--- config.mk ---
export PLATFORM = sky130hd
export DESIGN_NAME = l2a_arbiter
export DESIGN_NICKNAME = d
export VERILOG_FILES = /design/src/l2a_pkg.sv /design/src/l2a_cfg_if.sv /design/src/l2a_arbiter.sv /design/src/l2a_lost_ctr.sv /design/src/l2a_regs.sv
export SDC_FILE = /design/constraint.sdc
export NUM_CORES = 1
export LEC_CHECK = 0
export BUFFER_PORTS_ARGS = -buffer_cell sky130_fd_sc_hd__buf_2
export CAP_MARGIN = 20
export CORE_MARGIN = 2
export CORE_UTILIZATION = 51
export DETAILED_ROUTE_END_ITERATION = 12
export PLACE_DENSITY = 0.85
export SLEW_MARGIN = 20
export SYNTH_ARGS = -nofsm -noshare
export SYNTH_HDL_FRONTEND = slang
export SYNTH_SLANG_ARGS = --single-unit
--- constraint.sdc ---
create_clock -name clk -period 4.96 [get_ports clk]
set_input_delay 0 -clock clk [delete_from_list [all_inputs] [get_ports clk]]
set_output_delay 0 -clock clk [all_outputs]
set_load 0.005 [all_outputs]
--- src/l2a_pkg.sv ---
// constants and field layout for the l2 requestor priority arbiter
// assumes one core clock; shared by the arbiter, its register slave and its counters
package l2a_pkg;
  // priority encoding: 0 highest, 7 lowest
  localparam int PW = 3;
  localparam logic [PW-1:0] PRI_HIGHEST = 3'h0;
  localparam logic [PW-1:0] PRI_LOWEST = 3'h7;
  // reset priorities of the sources behind the dma path and of the cpu
  localparam logic [PW-1:0] PRI_XFER_CTRL_RST = 3'h0;
  localparam logic [PW-1:0] PRI_PKT_LINK_RST = 3'h0;
  localparam logic [PW-1:0] PRI_EMAC_RST = 3'h1;
  localparam logic [PW-1:0] PRI_HOST_RST = 3'h2;
  localparam logic [PW-1:0] PRI_SER_BRIDGE_RST = 3'h4;
  localparam logic [PW-1:0] MASTER_DMA_PORT_PRIORITY_RST = 3'h7;
  localparam logic [PW-1:0] CPU_PRI_RST = 3'h1;
  localparam logic [PW-1:0] LDMA_PRI_RST = 3'h0;
  // starvation threshold width and reset value
  localparam int THR_W = 8;
  localparam logic [THR_W-1:0] THR_RST = 8'h10;
  // requestor indices
  localparam int NRQ = 4;
  localparam int RQ_GLB = 0;
  localparam int RQ_CPU = 1;
  localparam int RQ_DMA = 2;
  localparam int RQ_USR = 3;
  // register byte offsets
  localparam int AW = 4;
  localparam logic [AW-1:0] OFS_CPU_PRI = 4'h0;
  localparam logic [AW-1:0] OFS_LDMA = 4'h4;
  localparam logic [AW-1:0] OFS_THR = 4'h8;
  localparam logic [AW-1:0] OFS_STAT = 4'hc;
  // field positions
  localparam int CPU_PRI_LSB = 0;
  localparam int LDMA_PRI_LSB = 0;
  localparam int THR_CPU_LSB = 0;
  localparam int THR_DMA_LSB = 8;
  localparam int THR_USR_LSB = 16;
  localparam int STAT_GNT_LSB = 0;
  localparam int STAT_EFF_LSB = 4;
  localparam int STAT_DEM_BIT = 7;
  localparam int STAT_ALT_BIT = 8;
endpackage

--- src/l2a_cfg_if.sv ---
// configuration and status carried between the register slave and the arbiter core
// assumes both ends run on the same clock
`timescale 1ns/1ps
interface l2a_cfg_if;
  import l2a_pkg::*;
  logic [PW-1:0] cpu_pri;
  logic [PW-1:0] ldma_pri;
  logic [THR_W-1:0] thr_cpu;
  logic [THR_W-1:0] thr_dma;
  logic [THR_W-1:0] thr_usr;
  logic [NRQ-1:0] st_grant;
  logic [PW-1:0] st_sd_eff;
  logic st_demoted;
  logic st_alt;
  modport regs (output cpu_pri, ldma_pri, thr_cpu, thr_dma, thr_usr,
                input st_grant, st_sd_eff, st_demoted, st_alt);
  modport core (input cpu_pri, ldma_pri, thr_cpu, thr_dma, thr_usr,
                output st_grant, st_sd_eff, st_demoted, st_alt);
endinterface

--- src/l2a_arbiter.sv ---
// l2 command-slot arbiter among global coherence, cpu, dma path and user coherence
// assumes requestors on the same clock; a register slave on avalon-mm sets priorities
//
// Chosen here: the Avalon-MM interface to the registers and the address map.
`timescale 1ns/1ps
// Behaviour
// - the competing cpu or dma request with the numerically lower priority wins the slot
// - per-requestor lost counter; reaching its threshold forces that requestor to win unless global coherence or an earlier starved requestor competes
// - global coherence always first, user coherence last unless starved; only cpu and dma compare
// - slave dma priority comes with its command; local dma from the local dma priority register
// - cpu priority comes from the software-written cpu priority register
// - priorities are three-bit, zero highest and seven lowest
// - reset priorities: local dma zero, cpu one, peripheral defaults as listed
// - equal cpu and dma priority alternates the grant between the two
// - final slave dma command with nothing pending competes at priority seven
// - a demoted pending command inherits the priority of a newly started transfer
module l2a_arbiter (
  input wire logic clk,
  input wire logic sys_rst,
  input wire logic [l2a_pkg::AW-1:0] avs_address,
  input wire logic avs_read,
  input wire logic avs_write,
  input wire logic [31:0] avs_writedata,
  output logic [31:0] avs_readdata,
  output logic avs_waitrequest,
  input wire logic glb_coh_req,
  input wire logic cpu_req,
  input wire logic slave_dma_req,
  input wire logic [l2a_pkg::PW-1:0] slave_dma_pri,
  input wire logic slave_dma_last,
  input wire logic slave_dma_xfer_start,
  input wire logic [l2a_pkg::PW-1:0] slave_dma_xfer_pri,
  input wire logic local_dma_req,
  input wire logic usr_coh_req,
  output logic [l2a_pkg::NRQ-1:0] grant,
  output logic grant_local_dma
);
  import l2a_pkg::*;
  typedef struct packed {
    logic [NRQ-1:0] grant;
    logic gnt_local;
    logic alt;
    logic inh_v;
    logic [PW-1:0] inh_pri;
  } l2a_arb_st_t;
  l2a_arb_st_t st;
  l2a_arb_st_t next_st;

  l2a_cfg_if cfg ();

  logic [NRQ-1:0] req;
  logic [NRQ-1:0] elig;
  logic [NRQ-1:0] win;
  logic [NRQ-1:0] lost;
  logic [NRQ-1:0] starved;
  logic [THR_W-1:0] thr_vec [NRQ];
  logic sd_elig;
  logic ld_elig;
  logic use_sd;
  logic both_cd;
  logic equal_cd;
  logic [PW-1:0] sd_eff;
  logic [PW-1:0] dma_pri;

  l2a_regs u_regs (
    .clk(clk),
    .sys_rst(sys_rst),
    .avs_address(avs_address),
    .avs_read(avs_read),
    .avs_write(avs_write),
    .avs_writedata(avs_writedata),
    .avs_readdata(avs_readdata),
    .avs_waitrequest(avs_waitrequest),
    .cfg(cfg.regs)
  );

  // global coherence never starves, so its threshold is parked at the top
  always_comb begin
    thr_vec[RQ_GLB] = {THR_W{1'b1}};
    thr_vec[RQ_CPU] = cfg.thr_cpu;
    thr_vec[RQ_DMA] = cfg.thr_dma;
    thr_vec[RQ_USR] = cfg.thr_usr;
  end

  for (genvar i = 0; i < NRQ; i++) begin : g_ctr
    l2a_lost_ctr #(
      .W(THR_W)
    ) u_ctr (
      .clk(clk),
      .sys_rst(sys_rst),
      .lost(lost[i]),
      .won(win[i]),
      .thr(thr_vec[i]),
      .starved(starved[i])
    );
  end

  always_comb begin
    next_st = st;
    req = '0;
    req[RQ_GLB] = glb_coh_req;
    req[RQ_CPU] = cpu_req;
    req[RQ_DMA] = slave_dma_req | local_dma_req;
    req[RQ_USR] = usr_coh_req;
    // the cycle after a grant the old command still shows, so it is skipped
    elig = req & ~st.grant;
    sd_elig = slave_dma_req & ~(st.grant[RQ_DMA] & ~st.gnt_local);
    ld_elig = local_dma_req & ~(st.grant[RQ_DMA] & st.gnt_local);
    elig[RQ_DMA] = sd_elig | ld_elig;
    // final command of a transfer drops to the lowest level unless it inherited
    if (slave_dma_last) begin
      sd_eff = st.inh_v ? st.inh_pri : PRI_LOWEST;
    end else begin
      sd_eff = slave_dma_pri;
    end
    use_sd = sd_elig & (~ld_elig | (sd_eff <= cfg.ldma_pri));
    dma_pri = use_sd ? sd_eff : cfg.ldma_pri;
    both_cd = elig[RQ_CPU] & elig[RQ_DMA];
    equal_cd = both_cd & (cfg.cpu_pri == dma_pri);
    win = '0;
    if (elig[RQ_GLB]) begin
      win[RQ_GLB] = 1'b1;
    end else if (elig[RQ_DMA] && starved[RQ_DMA]) begin
      win[RQ_DMA] = 1'b1;
    end else if (elig[RQ_CPU] && starved[RQ_CPU]) begin
      win[RQ_CPU] = 1'b1;
    end else if (elig[RQ_USR] && starved[RQ_USR]) begin
      win[RQ_USR] = 1'b1;
    end else if (equal_cd) begin
      win[st.alt ? RQ_DMA : RQ_CPU] = 1'b1;
    end else if (both_cd) begin
      win[(cfg.cpu_pri < dma_pri) ? RQ_CPU : RQ_DMA] = 1'b1;
    end else if (elig[RQ_CPU]) begin
      win[RQ_CPU] = 1'b1;
    end else if (elig[RQ_DMA]) begin
      win[RQ_DMA] = 1'b1;
    end else if (elig[RQ_USR]) begin
      win[RQ_USR] = 1'b1;
    end
    lost = elig & ~win & {NRQ{|win}};
    next_st.grant = win;
    next_st.gnt_local = win[RQ_DMA] & ~use_sd;
    // alt set means the dma side is owed the next equal-priority slot
    if (win[RQ_CPU]) begin
      next_st.alt = 1'b1;
    end else if (win[RQ_DMA]) begin
      next_st.alt = 1'b0;
    end
    if (win[RQ_DMA] && use_sd) begin
      next_st.inh_v = 1'b0;
    end else if (slave_dma_xfer_start && slave_dma_req && slave_dma_last) begin
      next_st.inh_v = 1'b1;
      next_st.inh_pri = slave_dma_xfer_pri;
    end
  end

  always_ff @(posedge clk or posedge sys_rst) begin
    if (sys_rst) begin
      st <= '0;
    end else begin
      st <= next_st;
    end
  end

  assign grant = st.grant;
  assign grant_local_dma = st.gnt_local;
  assign cfg.st_grant = st.grant;
  assign cfg.st_sd_eff = sd_eff;
  assign cfg.st_demoted = slave_dma_req & slave_dma_last & ~st.inh_v;
  assign cfg.st_alt = st.alt;

  // software is expected to keep cpu off priority seven; demoted dma would then tie forever
  logic no_starve;
  assign no_starve = ~|(starved & elig);

  property p_glb_first;
    @(posedge clk) disable iff (sys_rst) elig[RQ_GLB] |=> grant == 4'h1;
  endproperty
  a_glb_first: assert property (p_glb_first) else $error("global coherence not first");

  property p_cpu_wins_pri;
    @(posedge clk) disable iff (sys_rst)
      !elig[RQ_GLB] && no_starve && both_cd && cfg.cpu_pri < dma_pri |=> grant[RQ_CPU];
  endproperty
  a_cpu_wins_pri: assert property (p_cpu_wins_pri) else $error("cpu lost on priority");

  property p_dma_wins_pri;
    @(posedge clk) disable iff (sys_rst)
      !elig[RQ_GLB] && no_starve && both_cd && dma_pri < cfg.cpu_pri |=> grant[RQ_DMA];
  endproperty
  a_dma_wins_pri: assert property (p_dma_wins_pri) else $error("dma lost on priority");

  property p_starved_dma;
    @(posedge clk) disable iff (sys_rst)
      !elig[RQ_GLB] && elig[RQ_DMA] && starved[RQ_DMA] |=> grant[RQ_DMA];
  endproperty
  a_starved_dma: assert property (p_starved_dma) else $error("starved dma not granted");

  property p_alternate;
    @(posedge clk) disable iff (sys_rst)
      grant[RQ_CPU] ##1 (!grant[RQ_DMA] && !elig[RQ_GLB] && no_starve && equal_cd)
      |=> grant[RQ_DMA];
  endproperty
  a_alternate: assert property (p_alternate) else $error("equal priority did not alternate");

  property p_demote;
    @(posedge clk) disable iff (sys_rst)
      sd_elig && slave_dma_last && !st.inh_v && !ld_elig && elig[RQ_CPU]
      && cfg.cpu_pri < PRI_LOWEST && !elig[RQ_GLB] && no_starve |=> grant[RQ_CPU];
  endproperty
  a_demote: assert property (p_demote) else $error("last dma command not demoted");

  property p_inherit;
    @(posedge clk) disable iff (sys_rst)
      slave_dma_xfer_start && slave_dma_req && slave_dma_last && !(win[RQ_DMA] && use_sd)
      |=> st.inh_v && st.inh_pri == $past(slave_dma_xfer_pri);
  endproperty
  a_inherit: assert property (p_inherit) else $error("priority not inherited");

  property p_user_last;
    @(posedge clk) disable iff (sys_rst)
      grant[RQ_USR] |-> !$past(elig[RQ_GLB]) && ($past(starved[RQ_USR])
      || !$past(elig[RQ_CPU] || elig[RQ_DMA]));
  endproperty
  a_user_last: assert property (p_user_last) else $error("user coherence jumped ahead");

  property p_onehot;
    @(posedge clk) disable iff (sys_rst) $onehot0(grant);
  endproperty
  a_onehot: assert property (p_onehot) else $error("more than one grant");

  // the granted side is masked for a cycle, so the tie it owes shows one cycle later
  property p_alternate_back;
    @(posedge clk) disable iff (sys_rst)
      grant[RQ_DMA] ##1 (!grant[RQ_CPU] && !elig[RQ_GLB] && no_starve && equal_cd)
      |=> grant[RQ_CPU];
  endproperty
  a_alternate_back: assert property (p_alternate_back) else $error("tie not returned to cpu");

  property p_starved_cpu;
    @(posedge clk) disable iff (sys_rst)
      !elig[RQ_GLB] && !(elig[RQ_DMA] && starved[RQ_DMA]) && elig[RQ_CPU] && starved[RQ_CPU]
      |=> grant[RQ_CPU];
  endproperty
  a_starved_cpu: assert property (p_starved_cpu) else $error("starved cpu not granted");

  property p_starved_usr;
    @(posedge clk) disable iff (sys_rst)
      !elig[RQ_GLB] && !(elig[RQ_DMA] && starved[RQ_DMA])
      && !(elig[RQ_CPU] && starved[RQ_CPU]) && elig[RQ_USR] && starved[RQ_USR]
      |=> grant[RQ_USR];
  endproperty
  a_starved_usr: assert property (p_starved_usr) else $error("starved user not granted");

  property p_pick_local;
    @(posedge clk) disable iff (sys_rst)
      !elig[RQ_GLB] && no_starve && !elig[RQ_CPU] && sd_elig && ld_elig
      && sd_eff > cfg.ldma_pri |=> grant[RQ_DMA] && grant_local_dma;
  endproperty
  a_pick_local: assert property (p_pick_local) else $error("local dma lost on priority");

  property p_pick_slave;
    @(posedge clk) disable iff (sys_rst)
      !elig[RQ_GLB] && no_starve && !elig[RQ_CPU] && sd_elig && ld_elig
      && sd_eff <= cfg.ldma_pri |=> grant[RQ_DMA] && !grant_local_dma;
  endproperty
  a_pick_slave: assert property (p_pick_slave) else $error("slave dma lost on priority");

  property p_dma_before_user;
    @(posedge clk) disable iff (sys_rst)
      !elig[RQ_GLB] && !elig[RQ_CPU] && elig[RQ_DMA] && !(elig[RQ_USR] && starved[RQ_USR])
      |=> grant[RQ_DMA];
  endproperty
  a_dma_before_user: assert property (p_dma_before_user) else $error("user ahead of dma");

  property p_user_idle;
    @(posedge clk) disable iff (sys_rst)
      elig[RQ_USR] && !elig[RQ_GLB] && !elig[RQ_CPU] && !elig[RQ_DMA] |=> grant[RQ_USR];
  endproperty
  a_user_idle: assert property (p_user_idle) else $error("lone user not granted");

  property p_idle_no_grant;
    @(posedge clk) disable iff (sys_rst) elig == 4'h0 |=> grant == 4'h0;
  endproperty
  a_idle_no_grant: assert property (p_idle_no_grant) else $error("grant with no request");

  property p_grant_has_req;
    @(posedge clk) disable iff (sys_rst) (grant & ~$past(req)) == 4'h0;
  endproperty
  a_grant_has_req: assert property (p_grant_has_req) else $error("grant to idle requestor");

  property p_inherit_clear;
    @(posedge clk) disable iff (sys_rst)
      grant[RQ_DMA] && !grant_local_dma |-> !st.inh_v;
  endproperty
  a_inherit_clear: assert property (p_inherit_clear) else $error("inherit kept after grant");

  c_alternate: cover property (@(posedge clk) disable iff (sys_rst)
    equal_cd ##1 grant[RQ_CPU] ##1 grant[RQ_DMA]);
  c_starve: cover property (@(posedge clk) disable iff (sys_rst)
    starved[RQ_DMA] && elig[RQ_DMA] && elig[RQ_CPU] && cfg.cpu_pri < dma_pri);
  c_demote: cover property (@(posedge clk) disable iff (sys_rst)
    cfg.st_demoted && sd_elig);
  c_local: cover property (@(posedge clk) disable iff (sys_rst)
    grant[RQ_DMA] && grant_local_dma);
  c_inherit: cover property (@(posedge clk) disable iff (sys_rst)
    st.inh_v && slave_dma_req ##1 grant[RQ_DMA] && !grant_local_dma);
endmodule

--- src/l2a_lost_ctr.sv ---
// lost-arbitration counter of one requestor, saturating, with threshold compare
// assumes lost and won are never high together
`timescale 1ns/1ps
module l2a_lost_ctr #(
  parameter int W = 8
) (
  input wire logic clk,
  input wire logic sys_rst,
  input wire logic lost,
  input wire logic won,
  input wire logic [W-1:0] thr,
  output logic starved
);
  import l2a_pkg::*;
  typedef struct packed {
    logic [W-1:0] cnt;
  } l2a_ctr_st_t;
  l2a_ctr_st_t st;
  l2a_ctr_st_t next_st;

  if (W < 1 || W > 16) begin : g_chk
    $error("l2a_lost_ctr: W out of range");
  end

  always_comb begin
    next_st = st;
    if (won) begin
      next_st.cnt = '0;
    end else if (lost && st.cnt != {W{1'b1}}) begin
      next_st.cnt = st.cnt + 1'b1;
    end
  end

  always_ff @(posedge clk or posedge sys_rst) begin
    if (sys_rst) begin
      st <= '0;
    end else begin
      st <= next_st;
    end
  end

  // threshold of zero keeps the requestor starved, so it wins unless global coherence or an earlier starved requestor competes
  assign starved = (st.cnt >= thr);

  property p_clear_on_win;
    @(posedge clk) disable iff (sys_rst) won |=> st.cnt == '0;
  endproperty
  a_clear_on_win: assert property (p_clear_on_win) else $error("counter not cleared on grant");

  property p_count_loss;
    @(posedge clk) disable iff (sys_rst)
      lost && st.cnt != {W{1'b1}} |=> st.cnt == $past(st.cnt) + 1'b1;
  endproperty
  a_count_loss: assert property (p_count_loss) else $error("lost cycle not counted");
endmodule

--- src/l2a_regs.sv ---
// avalon-mm register slave of the arbiter: priorities, thresholds and status
// assumes a master that holds its request until waitrequest is seen low
`timescale 1ns/1ps
module l2a_regs (
  input wire logic clk,
  input wire logic sys_rst,
  input wire logic [l2a_pkg::AW-1:0] avs_address,
  input wire logic avs_read,
  input wire logic avs_write,
  input wire logic [31:0] avs_writedata,
  output logic [31:0] avs_readdata,
  output logic avs_waitrequest,
  l2a_cfg_if.regs cfg
);
  import l2a_pkg::*;
  typedef struct packed {
    logic wrq;
    logic [31:0] rdata;
    logic [PW-1:0] cpu_pri;
    logic [PW-1:0] ldma_pri;
    logic [THR_W-1:0] thr_cpu;
    logic [THR_W-1:0] thr_dma;
    logic [THR_W-1:0] thr_usr;
  } l2a_reg_st_t;
  l2a_reg_st_t st;
  l2a_reg_st_t next_st;
  logic req;
  logic [31:0] rd_mux;

  always_comb begin
    next_st = st;
    req = avs_read | avs_write;
    rd_mux = 32'h0;
    unique case (avs_address)
      OFS_CPU_PRI: rd_mux[CPU_PRI_LSB +: PW] = st.cpu_pri;
      OFS_LDMA: rd_mux[LDMA_PRI_LSB +: PW] = st.ldma_pri;
      OFS_THR: rd_mux = {8'h0, st.thr_usr, st.thr_dma, st.thr_cpu};
      OFS_STAT: begin
        rd_mux[STAT_GNT_LSB +: NRQ] = cfg.st_grant;
        rd_mux[STAT_EFF_LSB +: PW] = cfg.st_sd_eff;
        rd_mux[STAT_DEM_BIT] = cfg.st_demoted;
        rd_mux[STAT_ALT_BIT] = cfg.st_alt;
      end
      default: rd_mux = 32'h0;
    endcase
    // one wait cycle per access keeps read data registered
    next_st.wrq = ~(req & st.wrq);
    if (avs_read && st.wrq) begin
      next_st.rdata = rd_mux;
    end
    if (avs_write && !st.wrq) begin
      unique case (avs_address)
        OFS_CPU_PRI: next_st.cpu_pri = avs_writedata[CPU_PRI_LSB +: PW];
        OFS_LDMA: next_st.ldma_pri = avs_writedata[LDMA_PRI_LSB +: PW];
        OFS_THR: begin
          next_st.thr_cpu = avs_writedata[THR_CPU_LSB +: THR_W];
          next_st.thr_dma = avs_writedata[THR_DMA_LSB +: THR_W];
          next_st.thr_usr = avs_writedata[THR_USR_LSB +: THR_W];
        end
        default: next_st.wrq = 1'b1;
      endcase
    end
  end

  always_ff @(posedge clk or posedge sys_rst) begin
    if (sys_rst) begin
      st <= '{wrq: 1'b1, rdata: 32'h0, cpu_pri: CPU_PRI_RST, ldma_pri: LDMA_PRI_RST,
              thr_cpu: THR_RST, thr_dma: THR_RST, thr_usr: THR_RST};
    end else begin
      st <= next_st;
    end
  end

  assign avs_readdata = st.rdata;
  assign avs_waitrequest = st.wrq;
  assign cfg.cpu_pri = st.cpu_pri;
  assign cfg.ldma_pri = st.ldma_pri;
  assign cfg.thr_cpu = st.thr_cpu;
  assign cfg.thr_dma = st.thr_dma;
  assign cfg.thr_usr = st.thr_usr;

  property p_cpu_pri_write;
    @(posedge clk) disable iff (sys_rst)
      avs_write && !st.wrq && avs_address == OFS_CPU_PRI
      |=> cfg.cpu_pri == $past(avs_writedata[CPU_PRI_LSB +: PW]);
  endproperty
  a_cpu_pri_write: assert property (p_cpu_pri_write) else $error("cpu priority write lost");

  property p_reset_defaults;
    @(posedge clk) $past(sys_rst) && !sys_rst
      |-> cfg.cpu_pri == CPU_PRI_RST && cfg.ldma_pri == LDMA_PRI_RST;
  endproperty
  a_reset_defaults: assert property (p_reset_defaults) else $error("bad reset priorities");
endmodule

==> results.cfg <==
[placed_design]
port_buffers = 74
dpl_cell_area_um2 = 5180
place_congestion = 0.865
dp_worst_setup_slack_ps = 1140
place_hpwl_um = 7720

[logic_synthesis]
synthTopCellsByCount = dfrtp_1 (84), nand2_1 (53), nor2_1 (39), inv_1 (34)
synth_top_flop_cell = dfrtp_1
synth_top_cell_area_share = 0.441
synthCells = 455
synth_edf_count = 0
yosys.area.top_type = dfrtp_1
ys_ff_latch = 89
netlist_area_um2 = 4770
synthArstFlopShare = 1.00
yosysMostFrequentCell = dfrtp_1
syn_avg_cell_area_um2 = 10.5
synth_cell_types = 54
ys_seq_area_frac = 0.468
ys_top_cells_by_area = dfrtp_1 (44%), ha_1 (8.7%), mux2_2 (5.4%), nand2_1 (4.2%), o21ai_0 (3.5%)
yosys_warnings = 0

[floorplan]
ioPinCount = 91
die_w_um = 101
core_um2 = 9150
die_h_um = 101
fp-row-count = 35
start_util = 0.521
dieArea_um2 = 10100

[layout]
diodes = 0
drive_gt1_frac = 0.246
fin_area_um2 = 5690
area_delta_synth_final_pct = 19.4
layout.nets = 642
num-fill-cells = 719

[worst_setup_path]
ff2ff_setup_slack_ps = 1100
cp_slowest_cell = o311a_1
r2r-end = st[1]
crit_path_max_fanout = 8
arrival_ps = 4110
cp_data_required_time_ps = 5210
r2r_cells = 15
r2r_start = st[3]
path_common_cell = o21ai_0
path_cells = inv_1 > o21ai_0 > o21ai_0 > ha_1 > nand3_1 > o21ai_0 > o311a_1 > mux2_2 > ha_1 > nand2b_1 > a211oi_1 > o21ai_0 > nor4b_4 > a211oi_2 > mux2_1
path_buf_inv = 1
crit_type = flop to flop
setup.worst_path.end_class = flop
cp_top_family = compound AO/OA/AOI/OAI gates
slowest_delay_ps = 430
start_kind = flop

[power_and_ir_drop]
power.leakage_uw = 0.00279
ir_drop_uv = 230
powerDensity_nw_per_um2 = 387

[global_route]
grt.overflow.total = 0
grt_pass1_vias = 3662
grtUsageTotal = 0.220
grt_pass1_wl_um = 17400
antenna_found_initial = 0
grt_max_degree = 90

[detailed_routing]
vias = 3665
route.detailed.drc = 0
post_drt_via_cell_ratio = 5.45
routedWlPerCell_um = 15.9
routed_wl_um = 10700
dr.first_iter.drc_count = 194
ant_nets = 0
dr.pass1.iters = 5

[min_path]
whs_path_depth = 3
worstHoldPathType = primary input to flop
hp-start = avs_address[0]
holdPathEnd = u_regs.avs_readdata[2]

[cts]
cts.sinks = 89
clk_latency_ps = 360
cts-root-buf = clkbuf_8
cts_buffers = 9
cts_resized = 0
cts_htree_levels = 3
cts.clk_slew.worst_paths_ps = 80
cts_tree = done
postCtsSetupBuffers = 0
clock_path_buffers = 2

[sta]
worst_slew_pin_slew_ps = 793
setup_ws_ps = 1100
slew_headroom = 0.471
period_needed_ps = 3860
final-hold-violation-count = 0
tns_ps = 0
finalClockSkew_ps = 6.64
rsz0062_at_grt = no
setup_violations = 0
drv_slew = 0
finalCritPeriodShare = 0.779
max_freq_mhz = 259

[status]
status = finished, final reports clean

[run]
max-cap-violations = 0
==> power breakdown <==
part / internal [µW] / total, µW / leakage [µW] / switching (µW)
sequential: 870 / 1000 / 0.00117 / 135
combinational: 330 / 709 / 0.00152 / 379
clock: 233 / 490 / 0.0000994 / 257
total: 1430 / 2200 / 0.00279 / 771
==> layer usage <==
layer | GRT usage | up-vias | share of wire
met5 | 0 | - | 0
met4 | 0.0506 | 0 | 0.013
met3 | 0.0479 | 13 | 0.051
met2 | 0.386 | 115 | 0.51
met1 | 0.279 | 1790 | 0.42
li1 | - | 1747 | -
==> registers in the layout (all words and copies together), names as in the netlist <==
signal / cells
cfg.st_alt: 1
g_ctr.u_ctr.st: 24
grant: 4
grant_local_dma: 1
st: 4
u_regs.avs_readdata: 24
u_regs.avs_waitrequest: 1
u_regs.cfg.cpu_pri: 3
u_regs.cfg.ldma_pri: 3
u_regs.cfg.thr_cpu: 8
u_regs.cfg.thr_dma: 8
u_regs.cfg.thr_usr: 8
==> cells by family (layout without fill, tap and decap cells) <==
family | count (synthesis) | count (layout) | share of synthesized area
other cells | 1 | 8 | 0.000786
mux | 39 | 39 | 0.0984
compound gates | 72 | 72 | 0.107
xor+xnor | 21 | 21 | 0.0386
fa+ha+maj | 33 | 33 | 0.0866
simple gates | 141 | 141 | 0.144
flops | 89 | 89 | 0.468
buf+inv | 59 | 158 | 0.0569
==> per-stage QoR <==
| step | hold WS, ps | cells | total power (µW) | util |
|---|---|---|---|---|
| after CTS | 7.95 | 671 | 2220 | 0.621 |
| after global routing | 26.0 | 672 | 2360 | 0.622 |
| final | 16.2 | 672 | 2200 | 0.622 |
| after detailed placement | 165 | 625 | 1710 | 0.567 |
| after global placement | 163 | 625 | 1650 | 0.566 |
| after floorplan | 63.0 | 462 | 1510 | - |
==> worst register-to-register path, cell delays in order (launching register included) <==
cell and delay (ps):
dfrtp_1 360, inv_1 60, o21ai_0 130, o21ai_0 230
ha_1 360, nand3_1 80, o21ai_0 80, o311a_1 430
mux2_2 310, ha_1 280, nand2b_1 140, a211oi_1 270
o21ai_0 150, nor4b_4 170, a211oi_2 330, mux2_1 360
==> final cells by class <==
cell class	count	area [µm²]	area share
Clock buffer	9	124	0.0218
Clock inverter	7	70.1	0.0123
Inverter	34	129	0.0226
Multi-Input combinational cell	314	2290	0.402
Sequential cell	89	2230	0.392
Tap cell	111	139	0.0244
Timing Repair Buffer	108	707	0.124
==> placed cells by master, fill, tap and decap left out, types with 3 or more instances in the layout <==
| master | instances |
|---|---|
| nor3_1 | 8 |
| xor2_1 | 13 |
| nand4_1 | 7 |
| mux2i_1 | 3 |
| clkinv_2 | 4 |
| nand2_1 | 53 |
| clkbuf_8 | 9 |
| nor2b_1 | 4 |
| conb_1 | 8 |
| mux2_1 | 10 |
| mux2_2 | 23 |
| dfstp_2 | 5 |
| ha_1 | 33 |
| and3_1 | 4 |
| nand2b_1 | 7 |
| a22o_1 | 3 |
| buf_2 | 74 |
| dfrtp_1 | 84 |
| nor2_1 | 39 |
| a21oi_1 | 7 |
| mux4_2 | 3 |
| inv_1 | 33 |
| nand3_1 | 7 |
| a22oi_1 | 6 |
| xnor2_1 | 8 |
| dlygate4sd3_1 | 31 |
| and2_1 | 3 |
| o21ai_0 | 33 |
==> repair_timing <==
item,CTS,global route
hold buffers,30,1
setup endpoints to repair,0,0
hold endpoints to repair,35,84
==> how the worst max path moves through the flow <==
stage | start | end | slack, ps | cells after the start
3_5_place_dp | st[3] | st[1] | 1140 | 15
4_1_cts | st[3] | st[1] | 1130 | 15
2_1_floorplan | st[3] | st[0] | 1560 | 15
3_3_place_gp | st[3] | st[0] | 1280 | 15
5_1_grt | st[3] | st[1] | 910 | 15
6_report | st[3] | st[1] | 1100 | 15
Power figures use the tool's default switching activity.
